[src/intc_pkg.sv]
// Purpose: shared constants and types of the prioritised vector interrupt unit
// Assumes: 8-bit register port, one clock, synchronous active-low reset
// Notes: slot order below is the fixed tie-break order inside one level
package intc_pkg;

  localparam logic [7:0] ADDR_PIN_SRC = 8'ha6;
  localparam logic [7:0] ADDR_IEN_PRI = 8'ha8;
  localparam logic [7:0] ADDR_PRIO_LO = 8'ha9;
  localparam logic [7:0] ADDR_IEN_SEC = 8'hb8;
  localparam logic [7:0] ADDR_PRIO_HI = 8'hb9;
  localparam logic [7:0] ADDR_FLAGS = 8'hc0;

  localparam logic [7:0] RST_PIN_SRC = 8'h01;
  localparam logic [7:0] RST_IEN_PRI = 8'h00;
  localparam logic [7:0] RST_IEN_SEC = 8'h00;
  localparam logic [7:0] RST_PRIO = 8'h00;
  localparam logic [7:0] RST_FLAGS = 8'h00;

  // writable bits; the rest read as zero
  localparam logic [7:0] MASK_IEN_PRI = 8'hbf;
  localparam logic [7:0] MASK_IEN_SEC = 8'hbf;
  localparam logic [7:0] MASK_PIN_SRC = 8'h3b;
  localparam logic [7:0] MASK_PRIO = 8'h3f;

  localparam int IEN_GLOBAL = 7;
  localparam int IEN_T2 = 5;
  localparam int IEN_SER = 4;
  localparam int IEN_T1 = 3;
  localparam int IEN_POF = 2;
  localparam int IEN_T0 = 1;
  localparam int IEN_PIN = 0;

  localparam int IEN_T2RLD = 7;
  localparam int IEN_WU = 5;
  localparam int IEN_USB = 4;
  localparam int IEN_USB_WAKEUP_REQUEST = 3;
  localparam int IEN_SPI = 2;
  localparam int IEN_RF = 1;
  localparam int IEN_RF_LINK_READY = 0;

  localparam int PSEL_PIN0 = 3;
  localparam int PSEL_PIN1 = 4;
  localparam int PSEL_PIN2 = 5;
  localparam int PSEL_MSPI = 1;
  localparam int PSEL_SSPI = 0;

  localparam int FLG_T2RLD = 7;
  localparam int FLG_T2 = 6;
  localparam int FLG_WU = 5;
  localparam int FLG_USB = 4;
  localparam int FLG_USB_WAKEUP_REQUEST = 3;
  localparam int FLG_SPI = 2;
  localparam int FLG_RF = 1;
  localparam int FLG_RF_LINK_READY = 0;

  localparam int NUM_GROUPS = 6;
  localparam int NUM_SLOTS = 12;
  localparam int NUM_LEVELS = 4;

  // slot = 2*group + side
  localparam logic [3:0] SLOT_PIN = 4'h0;
  localparam logic [3:0] SLOT_RF_LINK_READY = 4'h1;
  localparam logic [3:0] SLOT_T0 = 4'h2;
  localparam logic [3:0] SLOT_RF = 4'h3;
  localparam logic [3:0] SLOT_POF = 4'h4;
  localparam logic [3:0] SLOT_SPI = 4'h5;
  localparam logic [3:0] SLOT_T1 = 4'h6;
  localparam logic [3:0] SLOT_USB_WAKEUP_REQUEST = 4'h7;
  localparam logic [3:0] SLOT_SER = 4'h8;
  localparam logic [3:0] SLOT_USB = 4'h9;
  localparam logic [3:0] SLOT_T2 = 4'ha;
  localparam logic [3:0] SLOT_WU = 4'hb;

  localparam logic [15:0] VECTOR_TABLE [0:11] = '{
    16'h0003, 16'h0043, 16'h000b, 16'h004b, 16'h0013, 16'h0053,
    16'h001b, 16'h005b, 16'h0023, 16'h0063, 16'h002b, 16'h006b
  };

  typedef struct packed {
    logic pin_input_two;
    logic pin_input_one;
    logic pin_input_zero;
    logic timer_zero_overflow;
    logic power_fail_request_n;
    logic timer_one_overflow;
    logic serial_receive_request;
    logic serial_transmit_request;
    logic timer_two_event;
    logic timer_two_reload_event;
    logic rf_link_ready;
    logic rf_transceiver_request_n;
    logic master_spi_done;
    logic slave_spi_done;
    logic oscillator_started;
    logic usb_wakeup_request;
    logic usb_request_n;
    logic internal_wakeup_request;
  } sources_s;

  // wakeup enables taken from the wakeup control register
  typedef struct packed {
    logic rf;
    logic osc;
    logic tick;
  } wake_s;

  typedef enum logic [1:0] {OFFER_IDLE, OFFER_UP, OFFER_SETTLE} offer_e;

endpackage

[src/edge_detect.sv]
// Purpose: registered history of request lines with rise and fall strobes
// Assumes: inputs synchronous to clk
// Notes: RST_VAL should match the idle level so reset gives no false edge
`timescale 1ns/1ps
module edge_detect #(
  parameter int W = 1,
  parameter logic [W-1:0] RST_VAL = '0
) (
  input wire logic clk,
  input wire logic nrst,
  input wire logic [W-1:0] din,
  output logic [W-1:0] rise,
  output logic [W-1:0] fall
);
  logic [W-1:0] prev_ff;

  always_ff @(posedge clk) begin
    if (!nrst) begin
      prev_ff <= RST_VAL;
    end else begin
      prev_ff <= din;
    end
  end

  assign rise = din & ~prev_ff;
  assign fall = ~din & prev_ff;
endmodule

[src/priority_pick.sv]
// Purpose: picks the winning slot among pending requests by level and order
// Assumes: slot = 2*group + side, group levels from two priority registers
// Notes: purely combinational; result is registered by the caller
`timescale 1ns/1ps
module priority_pick (
  input wire logic [intc_pkg::NUM_SLOTS-1:0] req,
  input wire logic [intc_pkg::NUM_GROUPS-1:0] prio_lo,
  input wire logic [intc_pkg::NUM_GROUPS-1:0] prio_hi,
  output logic found,
  output logic [3:0] slot,
  output logic [1:0] level
);
  import intc_pkg::*;

  function automatic logic [1:0] slot_level(input int s, input logic [5:0] lo,
                                            input logic [5:0] hi);
    slot_level = {hi[s/2], lo[s/2]};
  endfunction

  always_comb begin
    found = 1'b0;
    slot = 4'h0;
    level = 2'h0;
    // top level first; within it the lowest slot wins
    for (int l = NUM_LEVELS - 1; l >= 0; l--) begin
      for (int s = 0; s < NUM_SLOTS; s++) begin
        if (!found && req[s] && (slot_level(s, prio_lo, prio_hi) == l[1:0])) begin
          found = 1'b1;
          slot = s[3:0];
          level = l[1:0];
        end
      end
    end
  end
endmodule

[src/prioritised_vector_interrupt_unit.sv]
// Purpose: eighteen-source interrupt controller with four levels and vectors
// Assumes: cpu acks an offer with one pulse, signals return with another
// Notes: read data appear one cycle after the read strobe, zero otherwise
//
// Decided for this implementation: strobed register access.
`timescale 1ns/1ps
module prioritised_vector_interrupt_unit (
  input wire logic clk,
  input wire logic nrst,
  input wire logic [7:0] reg_addr,
  input wire logic [7:0] reg_wdata,
  input wire logic reg_wr,
  input wire logic reg_rd,
  output logic [7:0] reg_rdata,
  input wire intc_pkg::sources_s src,
  input wire intc_pkg::wake_s wake_en,
  input wire logic pin_edge_mode,
  input wire logic pof_edge_mode,
  output logic irq_req,
  output logic [15:0] irq_vector,
  output logic [1:0] irq_level,
  input wire logic irq_ack,
  input wire logic irq_return,
  output logic [3:0] in_service
);
  import intc_pkg::*;

  function automatic logic [1:0] top_level(input logic [3:0] isr);
    if (isr[3]) begin
      top_level = 2'h3;
    end else if (isr[2]) begin
      top_level = 2'h2;
    end else if (isr[1]) begin
      top_level = 2'h1;
    end else begin
      top_level = 2'h0;
    end
  endfunction

  function automatic logic [3:0] level_bit(input logic [1:0] lvl);
    level_bit = 4'h1 << lvl;
  endfunction

  // registers
  logic [7:0] pin_src_ff;
  logic [7:0] ien_pri_ff;
  logic [7:0] ien_sec_ff;
  logic [7:0] prio_lo_ff;
  logic [7:0] prio_hi_ff;
  logic [7:0] flags_ff;
  logic [7:0] nxt_flags;
  logic [7:0] rdata_ff;
  logic pin_pend_ff;
  logic nxt_pin_pend;
  logic pof_pend_ff;
  logic nxt_pof_pend;
  logic [3:0] isr_ff;
  logic [3:0] nxt_isr;
  offer_e offer_ff;
  offer_e nxt_offer;
  logic [3:0] slot_ff;
  logic [15:0] vec_ff;
  logic [1:0] lvl_ff;

  // register port decode
  wire wr_pin_src = reg_wr && (reg_addr == ADDR_PIN_SRC);
  wire wr_ien_pri = reg_wr && (reg_addr == ADDR_IEN_PRI);
  wire wr_ien_sec = reg_wr && (reg_addr == ADDR_IEN_SEC);
  wire wr_prio_lo = reg_wr && (reg_addr == ADDR_PRIO_LO);
  wire wr_prio_hi = reg_wr && (reg_addr == ADDR_PRIO_HI);
  wire wr_flags = reg_wr && (reg_addr == ADDR_FLAGS);

  logic [7:0] rd_mux;
  assign rd_mux = (reg_addr == ADDR_PIN_SRC) ? pin_src_ff :
                  (reg_addr == ADDR_IEN_PRI) ? ien_pri_ff :
                  (reg_addr == ADDR_IEN_SEC) ? ien_sec_ff :
                  (reg_addr == ADDR_PRIO_LO) ? prio_lo_ff :
                  (reg_addr == ADDR_PRIO_HI) ? prio_hi_ff :
                  (reg_addr == ADDR_FLAGS) ? flags_ff : 8'h00;

  // edge detection of the edge-sensitive lines
  // order: pin line, pof_n, rf ready, mspi, sspi, osc, usb wakeup, tick
  logic pin_line;
  logic [7:0] edge_in;
  logic [7:0] edge_rise;
  logic [7:0] edge_fall;

  // only one select bit is expected; with more, any low selected pin pulls the line
  assign pin_line = (src.pin_input_zero | ~pin_src_ff[PSEL_PIN0]) &
                    (src.pin_input_one | ~pin_src_ff[PSEL_PIN1]) &
                    (src.pin_input_two | ~pin_src_ff[PSEL_PIN2]);
  assign edge_in = {pin_line, src.power_fail_request_n, src.rf_link_ready,
                    src.master_spi_done, src.slave_spi_done, src.oscillator_started,
                    src.usb_wakeup_request, src.internal_wakeup_request};

  edge_detect #(
    .W(8),
    .RST_VAL(8'hc0)
  ) u_edges (
    .clk(clk),
    .nrst(nrst),
    .din(edge_in),
    .rise(edge_rise),
    .fall(edge_fall)
  );

  wire pin_fall = edge_fall[7];
  wire pof_fall = edge_fall[6];
  wire rf_link_ready_rise = edge_rise[5];
  wire mspi_edge = edge_rise[4] | edge_fall[4];
  wire sspi_edge = edge_rise[3] | edge_fall[3];
  wire osc_edge = edge_rise[2] | edge_fall[2];
  wire usb_wakeup_request_rise = edge_rise[1];
  wire tick_rise = edge_rise[0];

  // vectoring moment: cpu takes the registered offer
  wire take = irq_ack && (offer_ff == OFFER_UP);
  wire take_pin = take && (slot_ff == SLOT_PIN);
  wire take_pof = take && (slot_ff == SLOT_POF);
  wire take_t2 = take && (slot_ff == SLOT_T2);
  wire take_wu = take && (slot_ff == SLOT_WU);
  wire take_usb_wakeup_request = take && (slot_ff == SLOT_USB_WAKEUP_REQUEST);
  wire take_spi = take && (slot_ff == SLOT_SPI);

  // pin and power-fail: level mode follows the line, edge mode latches
  wire pin_active = pin_edge_mode ? pin_pend_ff : ~pin_line;
  wire pof_active = pof_edge_mode ? pof_pend_ff : ~src.power_fail_request_n;

  assign nxt_pin_pend = pin_edge_mode && ((pin_pend_ff && !take_pin) || pin_fall);
  assign nxt_pof_pend = pof_edge_mode && ((pof_pend_ff && !take_pof) || pof_fall);

  // flag sources; events win over any clear in the same cycle
  logic [7:0] flag_set;
  logic [7:0] flag_base;
  logic [7:0] flag_auto_clr;
  assign flag_set[FLG_T2RLD] = src.timer_two_reload_event;
  assign flag_set[FLG_T2] = src.timer_two_event;
  assign flag_set[FLG_WU] = tick_rise && wake_en.tick;
  assign flag_set[FLG_USB] = ~src.usb_request_n;
  assign flag_set[FLG_USB_WAKEUP_REQUEST] = usb_wakeup_request_rise;
  assign flag_set[FLG_SPI] = (mspi_edge && pin_src_ff[PSEL_MSPI]) ||
                             (sspi_edge && pin_src_ff[PSEL_SSPI]) ||
                             (osc_edge && wake_en.osc);
  assign flag_set[FLG_RF] = ~src.rf_transceiver_request_n && wake_en.rf;
  assign flag_set[FLG_RF_LINK_READY] = rf_link_ready_rise;

  // tf2 cleared only if it caused the vector; a lone reload keeps its flag
  assign flag_auto_clr = {1'b0, take_t2 && flags_ff[FLG_T2], take_wu, 1'b0,
                          take_usb_wakeup_request, take_spi, 2'b00};

  assign flag_base = wr_flags ? reg_wdata : flags_ff;

  always_comb begin
    nxt_flags = (flag_base & ~flag_auto_clr) | flag_set;
    // level flags mirror the source: clear when it deasserts
    nxt_flags[FLG_USB] = flag_set[FLG_USB];
    nxt_flags[FLG_RF] = flag_set[FLG_RF];
  end

  // per-slot requests
  logic [NUM_SLOTS-1:0] slot_req;
  logic [NUM_SLOTS-1:0] gated_req;
  assign slot_req[SLOT_PIN] = ien_pri_ff[IEN_PIN] && pin_active;
  assign slot_req[SLOT_RF_LINK_READY] = ien_sec_ff[IEN_RF_LINK_READY] && flags_ff[FLG_RF_LINK_READY];
  assign slot_req[SLOT_T0] = ien_pri_ff[IEN_T0] && src.timer_zero_overflow;
  assign slot_req[SLOT_RF] = ien_sec_ff[IEN_RF] && flags_ff[FLG_RF];
  assign slot_req[SLOT_POF] = ien_pri_ff[IEN_POF] && pof_active;
  assign slot_req[SLOT_SPI] = ien_sec_ff[IEN_SPI] && flags_ff[FLG_SPI];
  assign slot_req[SLOT_T1] = ien_pri_ff[IEN_T1] && src.timer_one_overflow;
  assign slot_req[SLOT_USB_WAKEUP_REQUEST] = ien_sec_ff[IEN_USB_WAKEUP_REQUEST] && flags_ff[FLG_USB_WAKEUP_REQUEST];
  assign slot_req[SLOT_SER] = ien_pri_ff[IEN_SER] &&
                              (src.serial_receive_request || src.serial_transmit_request);
  assign slot_req[SLOT_USB] = ien_sec_ff[IEN_USB] && flags_ff[FLG_USB];
  assign slot_req[SLOT_T2] = ien_pri_ff[IEN_T2] && (flags_ff[FLG_T2] ||
                             (flags_ff[FLG_T2RLD] && ien_sec_ff[IEN_T2RLD]));
  assign slot_req[SLOT_WU] = ien_sec_ff[IEN_WU] && flags_ff[FLG_WU];

  assign gated_req = ien_pri_ff[IEN_GLOBAL] ? slot_req : '0;

  logic best_found;
  logic [3:0] best_slot;
  logic [1:0] best_level;

  priority_pick u_pick (
    .req(gated_req),
    .prio_lo(prio_lo_ff[NUM_GROUPS-1:0]),
    .prio_hi(prio_hi_ff[NUM_GROUPS-1:0]),
    .found(best_found),
    .slot(best_slot),
    .level(best_level)
  );

  // an offer needs a level strictly above the routine now running
  wire may_preempt = (isr_ff == 4'h0) || (best_level > top_level(isr_ff));
  wire want = best_found && may_preempt;
  // a new winner withdraws the offer for a cycle rather than swap it under the cpu
  wire keep_offer = want && (best_slot == slot_ff) && (best_level == lvl_ff);

  // in-service levels: set on vectoring, highest cleared on return
  always_comb begin
    nxt_isr = isr_ff;
    if (irq_return) begin
      nxt_isr = nxt_isr & ~level_bit(top_level(isr_ff));
    end
    if (take) begin
      nxt_isr = nxt_isr | level_bit(lvl_ff);
    end
  end

  // offer sequencing; settle lets taken flags clear before the next pick
  always_comb begin
    case (offer_ff)
      OFFER_IDLE: nxt_offer = want ? OFFER_UP : OFFER_IDLE;
      OFFER_UP: nxt_offer = take ? OFFER_SETTLE : (keep_offer ? OFFER_UP : OFFER_IDLE);
      OFFER_SETTLE: nxt_offer = OFFER_IDLE;
      default: nxt_offer = OFFER_IDLE;
    endcase
  end

  // offered vector is frozen while up so the ack always names what was shown
  wire load_offer = (offer_ff == OFFER_IDLE);

  always_ff @(posedge clk) begin
    if (!nrst) begin
      pin_src_ff <= RST_PIN_SRC;
      ien_pri_ff <= RST_IEN_PRI;
      ien_sec_ff <= RST_IEN_SEC;
      prio_lo_ff <= RST_PRIO;
      prio_hi_ff <= RST_PRIO;
    end else begin
      if (wr_pin_src) begin
        pin_src_ff <= reg_wdata & MASK_PIN_SRC;
      end
      if (wr_ien_pri) begin
        ien_pri_ff <= reg_wdata & MASK_IEN_PRI;
      end
      if (wr_ien_sec) begin
        ien_sec_ff <= reg_wdata & MASK_IEN_SEC;
      end
      if (wr_prio_lo) begin
        prio_lo_ff <= reg_wdata & MASK_PRIO;
      end
      if (wr_prio_hi) begin
        prio_hi_ff <= reg_wdata & MASK_PRIO;
      end
    end
  end

  always_ff @(posedge clk) begin
    if (!nrst) begin
      flags_ff <= RST_FLAGS;
      pin_pend_ff <= 1'b0;
      pof_pend_ff <= 1'b0;
      isr_ff <= 4'h0;
      rdata_ff <= 8'h00;
    end else begin
      flags_ff <= nxt_flags;
      pin_pend_ff <= nxt_pin_pend;
      pof_pend_ff <= nxt_pof_pend;
      isr_ff <= nxt_isr;
      rdata_ff <= reg_rd ? rd_mux : 8'h00;
    end
  end

  always_ff @(posedge clk) begin
    if (!nrst) begin
      offer_ff <= OFFER_IDLE;
      slot_ff <= 4'h0;
      vec_ff <= 16'h0000;
      lvl_ff <= 2'h0;
    end else begin
      offer_ff <= nxt_offer;
      if (load_offer) begin
        slot_ff <= best_slot;
        vec_ff <= VECTOR_TABLE[best_slot];
        lvl_ff <= best_level;
      end
    end
  end

  assign irq_req = (offer_ff == OFFER_UP);
  assign irq_vector = vec_ff;
  assign irq_level = lvl_ff;
  assign in_service = isr_ff;
  assign reg_rdata = rdata_ff;

endmodule

[config.mk]
export PLATFORM = sky130hd
export DESIGN_NAME = prioritised_vector_interrupt_unit
export DESIGN_NICKNAME = d
export VERILOG_FILES = /design/src/intc_pkg.sv /design/src/edge_detect.sv /design/src/priority_pick.sv /design/src/prioritised_vector_interrupt_unit.sv
export SDC_FILE = /design/constraint.sdc
export NUM_CORES = 1
export LEC_CHECK = 0
export BUFFER_PORTS_ARGS = -buffer_cell sky130_fd_sc_hd__buf_2
export CAP_MARGIN = 10
export CELL_PAD_IN_SITES_DETAIL_PLACEMENT = 1
export CELL_PAD_IN_SITES_GLOBAL_PLACEMENT = 1
export CORE_MARGIN = 8
export CORE_UTILIZATION = 35
export CTS_BUF_LIST = sky130_fd_sc_hd__clkbuf_16
export CTS_CLUSTER_DIAMETER = 80
export CTS_CLUSTER_SIZE = 8
export DETAILED_ROUTE_END_ITERATION = 8
export GPL_TIMING_DRIVEN = 0
export PLACE_DENSITY = 0.73
export SYNTH_ARGS = -nofsm -noshare
export SYNTH_HDL_FRONTEND = slang
export SYNTH_SLANG_ARGS = --single-unit
export TNS_END_PERCENT = 50
[constraint.sdc]
create_clock -name clk -period 9.96 [get_ports clk]
set_clock_uncertainty 0.05 [all_clocks]
set_input_delay 1.992 -clock clk [delete_from_list [all_inputs] [get_ports clk]]
set_output_delay 1.992 -clock clk [all_outputs]
set_load 0.1 [all_outputs]
# Word level (Yosys, flattened, before mapping)
# Memories as Yosys holds them, arrays and structs flattened. A register that Yosys moved wholly into a read port is not among the register bits.
# Index checks and enable logic that the tools add are counted.
[classes]
magnitude_cmp = 1
mux = 163
bitwise = 28
eq_ne = 32
mul = 0
shifts = 2
div = 0
add_sub_neg = 0
reduce_logical = 203
[ops]
columns = ["op", "count"]
rows = [
  ["4-bit two-way mux", 42],
  ["1-bit logical AND", 134],
  ["2-bit two-way mux", 54],
  ["1-bit two-way mux", 54],
  ["1-bit zero test", 50],
  ["8-bit == test (second input constant)", 6],
  ["8-bit two-way mux", 6],
  ["2-bit == test (second input constant)", 12],
  ["8-bit AND", 2],
  ["2-bit by 1-bit == test with 1-bit output (second input constant)", 7],
  ["2-bit zero test", 7],
  ["4-bit by 3-bit == test with 1-bit output (second input constant)", 3],
  ["12-bit two-way mux", 1],
  ["3-bit two-way mux", 4],
  ["1-bit inverter", 9],
  ["4-bit == test (second input constant)", 2],
  ["4-bit zero test", 2],
  ["7-bit inverter with 8-bit output", 1],
  ["8-bit inverter", 1],
  ["8-bit bitwise OR", 1],
  ["1-bit by 2-bit left shift with 4-bit output (first input constant)", 2],
  ["1-bit logical OR", 7],
  ["7-bit OR reduction", 1],
  ["6-bit AND", 1],
  ["14 further kinds", 20],
]
[word_totals]
romBits = 256
elab_cells = 446
out_inout_bits = 31
latch_bits = 0
ramBits = 0
input_bits = 45
register_bits = 69
mem_count = 1
[mem_list]
columns = ["name", "depth", "word_bits", "read_ports", "rd_clocked_by_memory_dff", "wr", "line", "text"]
rows = [
  ["(name not given)", 16, 16, 1, 1, 0, "prioritised_vector_interrupt_unit.sv:275", "vec_ff <= VECTOR_TABLE[best_slot];"],
]

# Logic depth before layout (Yosys ltp)
# Gate-level depths: netlist of run 1.
[logic_depth]
depth_word = 206
mapped_depth = 17
ltp_nobuf = 15

# Modules after synthesis
# Synthesis of run 1 repeated with hierarchy kept, for this count alone.
[hier_totals]
hier_cells = 532
hier_area_um2 = 4575.6
[modules_own_cells]
columns = ["mod", "area_per_inst_um2", "n_inst", "cells_each", "seq_area_each_um2"]
rows = [
  ["prioritised_vector_interrupt_unit", 3248.1, 1, 353, 1261.2],
  ["priority_pick", 1017.2, 1, 147, 0.0],
  ["edge_detect", 310.3, 1, 32, 160.2],
]

# Least setup slack after synthesis of run 1
# OpenSTA, ideal clock, no wires.
[synth_path]
path_type = "input -> register"
from = "input src[10] (netlist name)"
to = "register offer_ff[0]"
setup_slack_ns = 5.088
setup_ns = 0.092
path_buffers = 0
required_time_ns = 9.818
arrival_ns = 4.730
cell_stages = 13
path_cell_list = "o21ai_2 -> nand2_2 -> a221oi_4 -> nand4_4 -> or3_1 -> o2111ai_1 -> inv_1 -> ha_1 -> a21oi_1 -> o211ai_1 -> nor4b_2 -> nand4_1 -> o32ai_1"
[synth_via]
elab_chain_cells = 170
elab_cells_between_ends = 253
classes_between = "1 x order compare; 2 x eq/ne; 125 x mux; 125 x reduce/logical"
[synth_lines]
columns = ["element", "line", "text"]
rows = [
  ["start, declared", "prioritised_vector_interrupt_unit.sv:15", "input wire intc_pkg::sources_s src,"],
  ["1-bit logical OR *", "prioritised_vector_interrupt_unit.sv:172", "(src.serial_receive_request || src.serial_transmit_request);"],
  ["1-bit logical AND *", "prioritised_vector_interrupt_unit.sv:171", "assign slot_req[SLOT_SER] = ien_pri_ff[IEN_SER] &&"],
  ["12-bit two-way mux *", "prioritised_vector_interrupt_unit.sv:178", "assign gated_req = ien_pri_ff[IEN_GLOBAL] ? slot_req : '0;"],
  ["1-bit logical AND (2 in series)", "priority_pick.sv:27", "if (!found && req[s] && (slot_level(s, prio_lo, prio_hi) == l[1:0])) begin"],
  ["1-bit two-way mux", "priority_pick.sv:27", ""],
  ["1-bit zero test", "priority_pick.sv:27", ""],
  ["1-bit logical AND (2 in series)", "priority_pick.sv:27", ""],
  ["1-bit two-way mux", "priority_pick.sv:27", ""],
  ["[... 151 more ...]", "-", ""],
  ["2-bit two-way mux", "priority_pick.sv:27", ""],
  ["2-bit greater-than comparator", "prioritised_vector_interrupt_unit.sv:194", "wire may_preempt = (isr_ff == 4'h0) || (best_level > top_level(isr_ff));"],
  ["1-bit logical OR", "prioritised_vector_interrupt_unit.sv:194", ""],
  ["1-bit logical AND", "prioritised_vector_interrupt_unit.sv:195", "wire want = best_found && may_preempt;"],
  ["1-bit logical AND (2 in series)", "prioritised_vector_interrupt_unit.sv:197", "wire keep_offer = want && (best_slot == slot_ff) && (best_level == lvl_ff);"],
  ["1-bit two-way mux", "prioritised_vector_interrupt_unit.sv:214", "OFFER_UP: nxt_offer = take ? OFFER_SETTLE : (keep_offer ? OFFER_UP : OFFER_IDLE);"],
  ["2-bit two-way mux", "prioritised_vector_interrupt_unit.sv:214", ""],
  ["2-bit case mux with 2 select lines *", "prioritised_vector_interrupt_unit.sv:212", "case (offer_ff)"],
  ["end signal, assigned", "prioritised_vector_interrupt_unit.sv:272", "offer_ff <= nxt_offer;"],
  ["end, declared", "prioritised_vector_interrupt_unit.sv:59", "offer_e offer_ff;"],
]
# Mark *: on every way between the ends. The rest lies on a longest branch, timed or not.
# A chain may end at the register's enable or synchronous reset.

# Worst setup path in the final report of run 1
[layout_path]
from = "input src[12] (netlist name)"
to = "register offer_ff[0]"
[layout_via]
elab_chain_cells = 177
elab_cells_between_ends = 264
classes_between = "1 x order compare; 2 x eq/ne; 131 x mux; 130 x reduce/logical"
[layout_lines]
columns = ["element", "line", "text"]
rows = [
  ["1-bit logical AND *", "prioritised_vector_interrupt_unit.sv:169", "assign slot_req[SLOT_T1] = ien_pri_ff[IEN_T1] && src.timer_one_overflow;"],
  ["12-bit two-way mux *", "prioritised_vector_interrupt_unit.sv:178", ""],
  ["1-bit logical AND (2 in series)", "priority_pick.sv:27", ""],
  ["1-bit two-way mux", "priority_pick.sv:27", ""],
  ["1-bit zero test", "priority_pick.sv:27", ""],
  ["1-bit logical AND (2 in series)", "priority_pick.sv:27", ""],
  ["1-bit two-way mux", "priority_pick.sv:27", ""],
  ["1-bit zero test", "priority_pick.sv:27", ""],
  ["[... 158 more ...]", "-", ""],
  ["2-bit two-way mux", "priority_pick.sv:27", ""],
  ["2-bit greater-than comparator", "prioritised_vector_interrupt_unit.sv:194", ""],
  ["1-bit logical OR", "prioritised_vector_interrupt_unit.sv:194", ""],
  ["1-bit logical AND", "prioritised_vector_interrupt_unit.sv:195", ""],
  ["1-bit logical AND (2 in series)", "prioritised_vector_interrupt_unit.sv:197", ""],
  ["1-bit two-way mux", "prioritised_vector_interrupt_unit.sv:214", ""],
  ["2-bit two-way mux", "prioritised_vector_interrupt_unit.sv:214", ""],
  ["2-bit case mux with 2 select lines *", "prioritised_vector_interrupt_unit.sv:212", ""],
]
# Marked as above.

==> out/qor.csv, run 1 <==
metric,value,unit
status,completed,
Seq pwr share,44.1,%
port bufs,62,
crit-path max FO,10,
R2R Path End,offer_ff[0]$_SDFF_PN0_,
largest net degree at the start of global routing,15,
DR vias/cell,5.545,
Worst-Margin Slew,1097,ps
"commonest non-fill, non-tap cell in the layout",dfxtp_1,
final setup fails,0,
initial antenna violation count,0,
Setup TNS,0,ps
Die ar.,0.01656,sq mm
share of cells above drive strength 1,18.72,%
CP max stage cell,or3_1,
slack of the critical path,4596,ps
"commonest non-fill, non-tap cells in the layout","dfxtp_1 (71), nand2_1 (66), nor2_1 (65)",
Placement Setup Slack,4313,ps
Seq cells post-synth,71,
routed wire length,16.58,mm
Yosys cell types,79,
number of diodes,0,
sequential area share after synthesis,31.99,%
Clock power frac,46.7,%
first-pass GRT wire length,26.44,mm
worst endpoint data arrival time,5560,ps
Comb pwr share,9.2,%
R2R cell count,13,
"Req. time, crit path",10160,ps
buffer depth of the longest clock path,2,
CTS resizes,0,
final net count,699,
post-synthesis mux area share,5.182,%
RSZ-0062 raised after global routing,no,
hold_buf cts,0,
CP Cell Sequence,"buf_2, a22oi_1, nor3_1, a221oi_2, nand4_4, or3_1, o2111ai_1, inv_1, ha_1, a21oi_1, o211ai_1, nor4b_2, nand4_1, o32ai_1",
postcts setup bufs,0,
DRT Pass-1 Iters,4,
via count,4597,
crit-path max cell delay,450,ps
DR DRC count,0,
global route overflow,0,
flip-flop and latch area,0.001421,sq mm
Synth Area per Inst,7.795,sq um
post-synthesis simple-gate area fraction,32.47,%
Post-Syn Area,0.004443,sq mm
WL/cell,20.00,microns
area of the multi-input gates,0.002775,sq mm
largest family of logic cells by synthesized area,simple AND/OR/NAND/NOR gates,
max-slew violations,0,
achievable frequency,186.4,MHz
Post-DP HPWL,13.24,mm
Min-Delay Endpoint,pin_pend_ff$_SDFF_PN0_,
Starting Density,35.50,%
Max-slew headroom,26.17,%
XOR/XNOR share of the synthesized area,1.774,%
DR iter-0 viols,350,
prevailing post-synth register cell,dfxtp_1,
WHS Path Cells,2,
Synth Warn #,0,
Worst Setup End Kind,flip-flop,
Final Cell Area,0.005284,sq mm
HP Class,reg -> reg,
Worst R2R Setup Slack,5970,ps
Hold Crit Start,u_edges.prev_ff[7]$_SDFF_PN1_,
TritonCTS clock tree,done,
row cnt,41,
Final Hold Fails,0,
Fillers,1585,
compound-cell area share of the yosys netlist,21.63,%
area growth from synthesis to layout,18.92,%
ys async rst share,0,%
vias in the first global route,4769,
total track usage,20.30,%
root buf cell,clkbuf_16,
clock sinks,71,
boundary pin count,76,
leak pwr,2.138,nW
Die Span Y,128.7,microns
Die Wd,128.7,microns
ANT nets after route,0,
"EDFF count, synth",0,
Synth Area in Adders,0.5632,%
Clock Pin Slew Worst Setup and Hold Paths,70,ps
Post-Synthesis Cells,570,
H-Tree Depth,3,
startpoint types,input pin,
GPL Wtd Cong,0.8984,
area post-placement,0.005002,sq mm
Max VDD drop,0.1174,mV
Tmin final,5364,ps
pwr dens,125.5,mW/mm^2
final period utilization,53.85,%
Cell Int Power,0.0004768,W
max capacitance violation total,0,
clock buffer count from CTS,9,
sw power,0.0001865,W
switch share,28.11,%
crit path kind,in -> reg,
Crit Reg-Reg Startpoint,ien_pri_ff[3]$_SDFFE_PN0P_,
Placeable Area,0.01252,sq mm
clock latency on the worst-skew pair,340,ps
[power groups by stage]
| stage | Sequential [W] | Clock (W) | Combinational [W] |
|---|---|---|---|
| detailed placement | 0.000299 | 0 | 0.0000606 |
| finish | 0.000293 | 0.000309 | 0.0000612 |
| global route | 0.000293 | 0.000325 | 0.0000650 |
| global placement | 0.000299 | 0 | 0.0000594 |
| CTS | 0.000293 | 0.000314 | 0.0000609 |
| floorplan | 0.000299 | 0 | 0.0000384 |
[routing by layer]
metal  wire length (microns)  global-route usage, %  up-vias
met1                    7805                  26.52     2245
met3                     586                  3.062       25
li1                        -                      -     2224
met2                    7810                  33.25      103
met5                       0                      0        -
met4                     376                  7.187        0
[area by class of cell]
class                   instances  share of cell area (%)
multi-input cells             453                   52.52
inverters                      16                   1.137
clock inverters                 7                   1.066
well taps                     172                   4.073
flip-flops and latches         71                   26.90
clock buffers                   9                   4.262
plain buffers                  39                   4.168
repair buffers                 62                   5.873
[logic make-up after synthesis]
family | count (synthesis)
fa+ha+maj | 2
compound gates | 137
buf+inv | 55
flops | 71
mux | 23
other cells | 1
xor+xnor | 9
simple gates | 272
[metrics by stage]
stage / util (%) / hold WS, ps / cells / power, W
6_report: 42.21 / 409.5 / 829 / 0.0006633
5_1_grt: 42.21 / 435.8 / 829 / 0.0006832
4_1_cts: 42.21 / 422.8 / 829 / 0.0006675
3_5_place_dp: 39.96 / 408.5 / 813 / 0.0003596
3_3_place_gp: 39.96 / 399.3 / 813 / 0.0003581
2_1_floorplan: - / 362.5 / 579 / 0.0003372
[worst max-delay path, delay by kind of cell]
kind / cells / cell delay [ps]
adder cells (fa/ha/maj): 1 / 310
AND/OR/NAND/NOR: 5 / 1280
buffers and inverters: 2 / 250
AO/OA/AOI/OAI: 6 / 1730
[worst max-delay path by stage]
stage                       start                     end  slack [ps]  depth (start not counted)
after floorplan           src[10]  offer_ff[0]$_SDFF_PN0_        5090                         13
after global placement    src[12]  offer_ff[0]$_SDFF_PN0_        4320                         14
after detailed placement  src[12]  offer_ff[0]$_SDFF_PN0_        4310                         14
after CTS                 src[12]  offer_ff[0]$_SDFF_PN0_        4640                         14
after global routing      src[12]  offer_ff[0]$_SDFF_PN0_        4340                         14
final                     src[12]  offer_ff[0]$_SDFF_PN0_        4600                         14
[cell usage after synthesis, types with 3 or more instances]
| master | count | area share, % |
|---|---|---|
| o21ai_0 | 18 | 2.0 |
| nand4_1 | 12 | 1.7 |
| dfxtp_1 | 71 | 32 |
| mux2i_1 | 23 | 5.2 |
| a221oi_1 | 4 | 0.79 |
| nor3b_1 | 6 | 1.0 |
| clkbuf_1 | 19 | 1.6 |
| o21a_1 | 4 | 0.68 |
| a211oi_1 | 5 | 0.84 |
| a21oi_1 | 52 | 5.9 |
| nor2_1 | 65 | 5.5 |
| and2_1 | 12 | 1.7 |
| a2111oi_0 | 4 | 0.79 |
| nor2b_1 | 8 | 1.1 |
| buf_4 | 15 | 2.5 |
| and3_1 | 5 | 0.70 |
| or3_1 | 3 | 0.42 |
| nand2b_1 | 5 | 0.70 |
| nand2_1 | 66 | 5.6 |
| o2111ai_1 | 3 | 0.59 |
| nor4_1 | 8 | 1.1 |
| a21o_1 | 4 | 0.68 |
| xor2_1 | 4 | 0.79 |
| inv_1 | 16 | 1.4 |
| xnor2_1 | 5 | 0.99 |
| o22ai_1 | 7 | 0.99 |
| nor3_1 | 14 | 1.6 |
| a31oi_1 | 7 | 0.99 |
| nand3_1 | 40 | 4.5 |
| nand3b_1 | 3 | 0.51 |
[registers in the layout, summed over array words and instances, names as in the netlist]
signal           cells
prio_lo_ff           6
slot_ff              3
irq_vector           3
ien_pri_ff           7
in_service           4
ien_sec_ff           7
offer_ff             2
reg_rdata            8
pof_pend_ff          1
irq_level            2
flags_ff             8
pin_src_ff           5
pin_pend_ff          1
prio_hi_ff           6
u_edges.prev_ff      8
No activity file was read; power rests on OpenSTA's default activity.
==> inputs of run 2 (changes only) <==
--- a/config.mk
+++ b/config.mk
@@ -16,7 +16,7 @@
 export CTS_CLUSTER_SIZE = 8
 export DETAILED_ROUTE_END_ITERATION = 8
 export GPL_TIMING_DRIVEN = 0
-export PLACE_DENSITY = 0.73
+export PLACE_DENSITY = 0.75
 export SYNTH_ARGS = -nofsm -noshare
 export SYNTH_HDL_FRONTEND = slang
 export SYNTH_SLANG_ARGS = --single-unit
==> constraint.sdc (replaced) <==
create_clock -name clk -period 4.9 [get_ports clk]
set_clock_uncertainty 0.05 [all_clocks]
set_input_delay 0.98 -clock clk [delete_from_list [all_inputs] [get_ports clk]]
set_output_delay 0.98 -clock clk [all_outputs]
set_load 0.1 [all_outputs]
==> run 2 against run 1 <==
Net effect:
- final cell count unchanged
- routed wire length up 1.4%
- first-iteration DRC count increased by 19%
- utilization rose by 0.12 points
- final area increased by 0.28%
- largest cell class unchanged
- critical path type unchanged
- register-to-register slack lost 5100 ps
==> out/qor.csv, run 2 (same netlist as run 1, synthesis figures left out) <==
metric,value,unit,change
status,completed,,unchanged
Cell Int Power,0.001015,W,was 0.0004768 W
crit-path max FO,10,,unchanged
DR DRC count,0,,unchanged
max layer used,met4,,unchanged
Die Span Y,128.7,microns,unchanged
Setup TNS,0,ps,unchanged
total track usage,20.47,%,was 20.30%
first-pass GRT wire length,26.31,mm,was 26.44 mm
crit path kind,in -> reg,,unchanged
Starting Density,35.50,%,unchanged
final period utilization,88.70,%,
root buf cell,clkbuf_16,,unchanged
GPL Wtd Cong,0.9370,,was 0.8984
H-Tree Depth,3,,unchanged
flip-flop and latch area,0.001421,sq mm,unchanged
hold_buf cts,0,,unchanged
Final Hold Fails,0,,unchanged
number of diodes,0,,unchanged
Max VDD drop,0.2406,mV,was 0.1174 mV
worst endpoint data arrival time,4540,ps,was 5560 ps
R2R cell count,13,,unchanged
Max-slew headroom,31.02,%,was 26.17%
routed wire length,16.81,mm,was 16.58 mm
Die Wd,128.7,microns,unchanged
DRT Pass-1 Iters,5,,was 4
CTS resizes,0,,unchanged
Tmin final,4346,ps,
Comb pwr share,9.0,%,was 9.2%
buffer depth of the longest clock path,2,,unchanged
Non-Filler Instances,829,,unchanged
area growth from synthesis to layout,19.26,%,was 18.92%
Worst Setup End Kind,flip-flop,,unchanged
startpoint types,input pin,,unchanged
postcts setup bufs,0,,unchanged
clock sinks,71,,unchanged
pwr dens,261.6,mW/mm^2,was 125.5 mW/mm^2
Crit Reg-Reg Startpoint,ien_pri_ff[3]$_SDFFE_PN0P_,,unchanged
sw power,0.0003711,W,was 0.0001865 W
switch share,26.77,%,was 28.11%
global route overflow,0,,unchanged
share of cells above drive strength 1,18.72,%,unchanged
max capacitance violation total,0,,unchanged
boundary pin count,76,,unchanged
ANT nets after route,0,,unchanged
TritonCTS clock tree,done,,unchanged
met3 wire length,829,microns,was 586 microns
DR iter-0 viols,417,,was 350
WL/cell,20.27,microns,was 20.00 microns
M1 wire length,7.607,mm,was 7.805 mm
Placeable Area,0.01252,sq mm,unchanged
clock latency on the worst-skew pair,340,ps,about the same
HP Class,reg -> reg,,unchanged
"commonest non-fill, non-tap cell in the layout",dfxtp_1,,unchanged
WHS Path Cells,1,,was 2
final net count,699,,unchanged
initial antenna violation count,0,,unchanged
via count,4732,,was 4597
Fillers,1582,,was 1585
met2 WL,7.858,mm,was 7.810 mm
DR vias/cell,5.708,,was 5.545
RSZ-0062 raised after global routing,no,,unchanged
vias in the first global route,4800,,was 4769
crit path from,src[12],,unchanged
Die ar.,0.01656,sq mm,unchanged
"commonest non-fill, non-tap cells in the layout","dfxtp_1 (71), nand2_1 (66), nor2_1 (65)",,unchanged
leak pwr,2.145,nW,was 2.138 nW
Seq pwr share,42.9,%,was 44.1%
achievable frequency,230.1,MHz,
Placed Cells,813,,unchanged
max-slew violations,0,,unchanged
Worst R2R Setup Slack,920,ps,was 5970 ps
row cnt,41,,unchanged
Hold Crit Start,irq_vector[4]$_SDFFE_PN0P_,,was u_edges.prev_ff[7]$_SDFF_PN1_
Post-DP HPWL,13.24,mm,about the same
port bufs,62,,unchanged
largest net degree at the start of global routing,14,,was 15
clock buffer count from CTS,9,,unchanged
Clock power frac,48.1,%,was 46.7%
Clock Pin Slew Worst Setup and Hold Paths,60,ps,was 70 ps
"Req. time, crit path",5100,ps,was 10160 ps
final setup fails,0,,unchanged
Worst-Margin Slew,1025,ps,was 1097 ps
area of the multi-input gates,0.002775,sq mm,unchanged
==> run 2: cell count changes in the layout (fill, tap and decap cells not counted) <==
cell,before,now
clkinv_4,1,0
clkinv_2,0,1
bufinv_16,0,1
inv_8,1,0
==> run 2: routing by layer <==
metal	up-vias	track usage, %
li1	2213	-
met1	2318	26.21
met2	163	33.74
met3	38	3.144
met4	0	8.155
met5	-	0
==> run 2: metrics by stage <==
stage | instance area (sq um) | total power, W | hold slack [ps] | setup slack (ps) | utilization (%)
after detailed placement | 5002 | 0.0007315 | 404.8 | 255.5 | 39.96
after CTS | 5299 | 0.001396 | 425.2 | 584.9 | 42.33
after floorplan | 4477 | 0.0006855 | 362.5 | 1040 | -
after global placement | 5002 | 0.0007281 | 396.1 | 298.8 | 39.96
final | 5299 | 0.001386 | 420.7 | 553.8 | 42.33
after global routing | 5299 | 0.001421 | 462.0 | 302.8 | 42.33
==> run 2: layout make-up <==
type                    instances  share of cell area [%]
multi-input cells             453                   52.37
inverters                      16                   1.133
well taps                     172                   4.061
repair buffers                 62                   5.856
clock inverters                 7                   1.346
flip-flops and latches         71                   26.82
plain buffers                  39                   4.156
clock buffers                   9                   4.250
==> run 2: final timing paths <==
| kind | to |
|---|---|
| setup / recovery | offer_ff[0]$_SDFF_PN0_ |
| hold / removal | irq_vector[4]$_SDFFE_PN0P_ |
| setup reg to reg | offer_ff[0]$_SDFF_PN0_ |
| hold reg to reg | irq_vector[4]$_SDFFE_PN0P_ |
==> run 2: critical path, stage by stage <==
cell       delay (ps)
buf_2             130
a22oi_1           410
nor3_1            170
a221oi_2          410
nand4_4           280
or3_1             440
o2111ai_1         340
inv_1             130
ha_1              310
a21oi_1           140
o211ai_1          170
nor4b_2           260
nand4_1           130
o32ai_1           230
==> run 2: power groups by stage <==
stage / Clock [W] / Sequential (W) / Combinational [W]
after floorplan: 0 / 0.000608 / 0.0000780
after global placement: 0 / 0.000607 / 0.000121
after detailed placement: 0 / 0.000608 / 0.000124
after CTS: 0.000677 / 0.000595 / 0.000124
after global routing: 0.000693 / 0.000596 / 0.000132
final: 0.000666 / 0.000595 / 0.000125
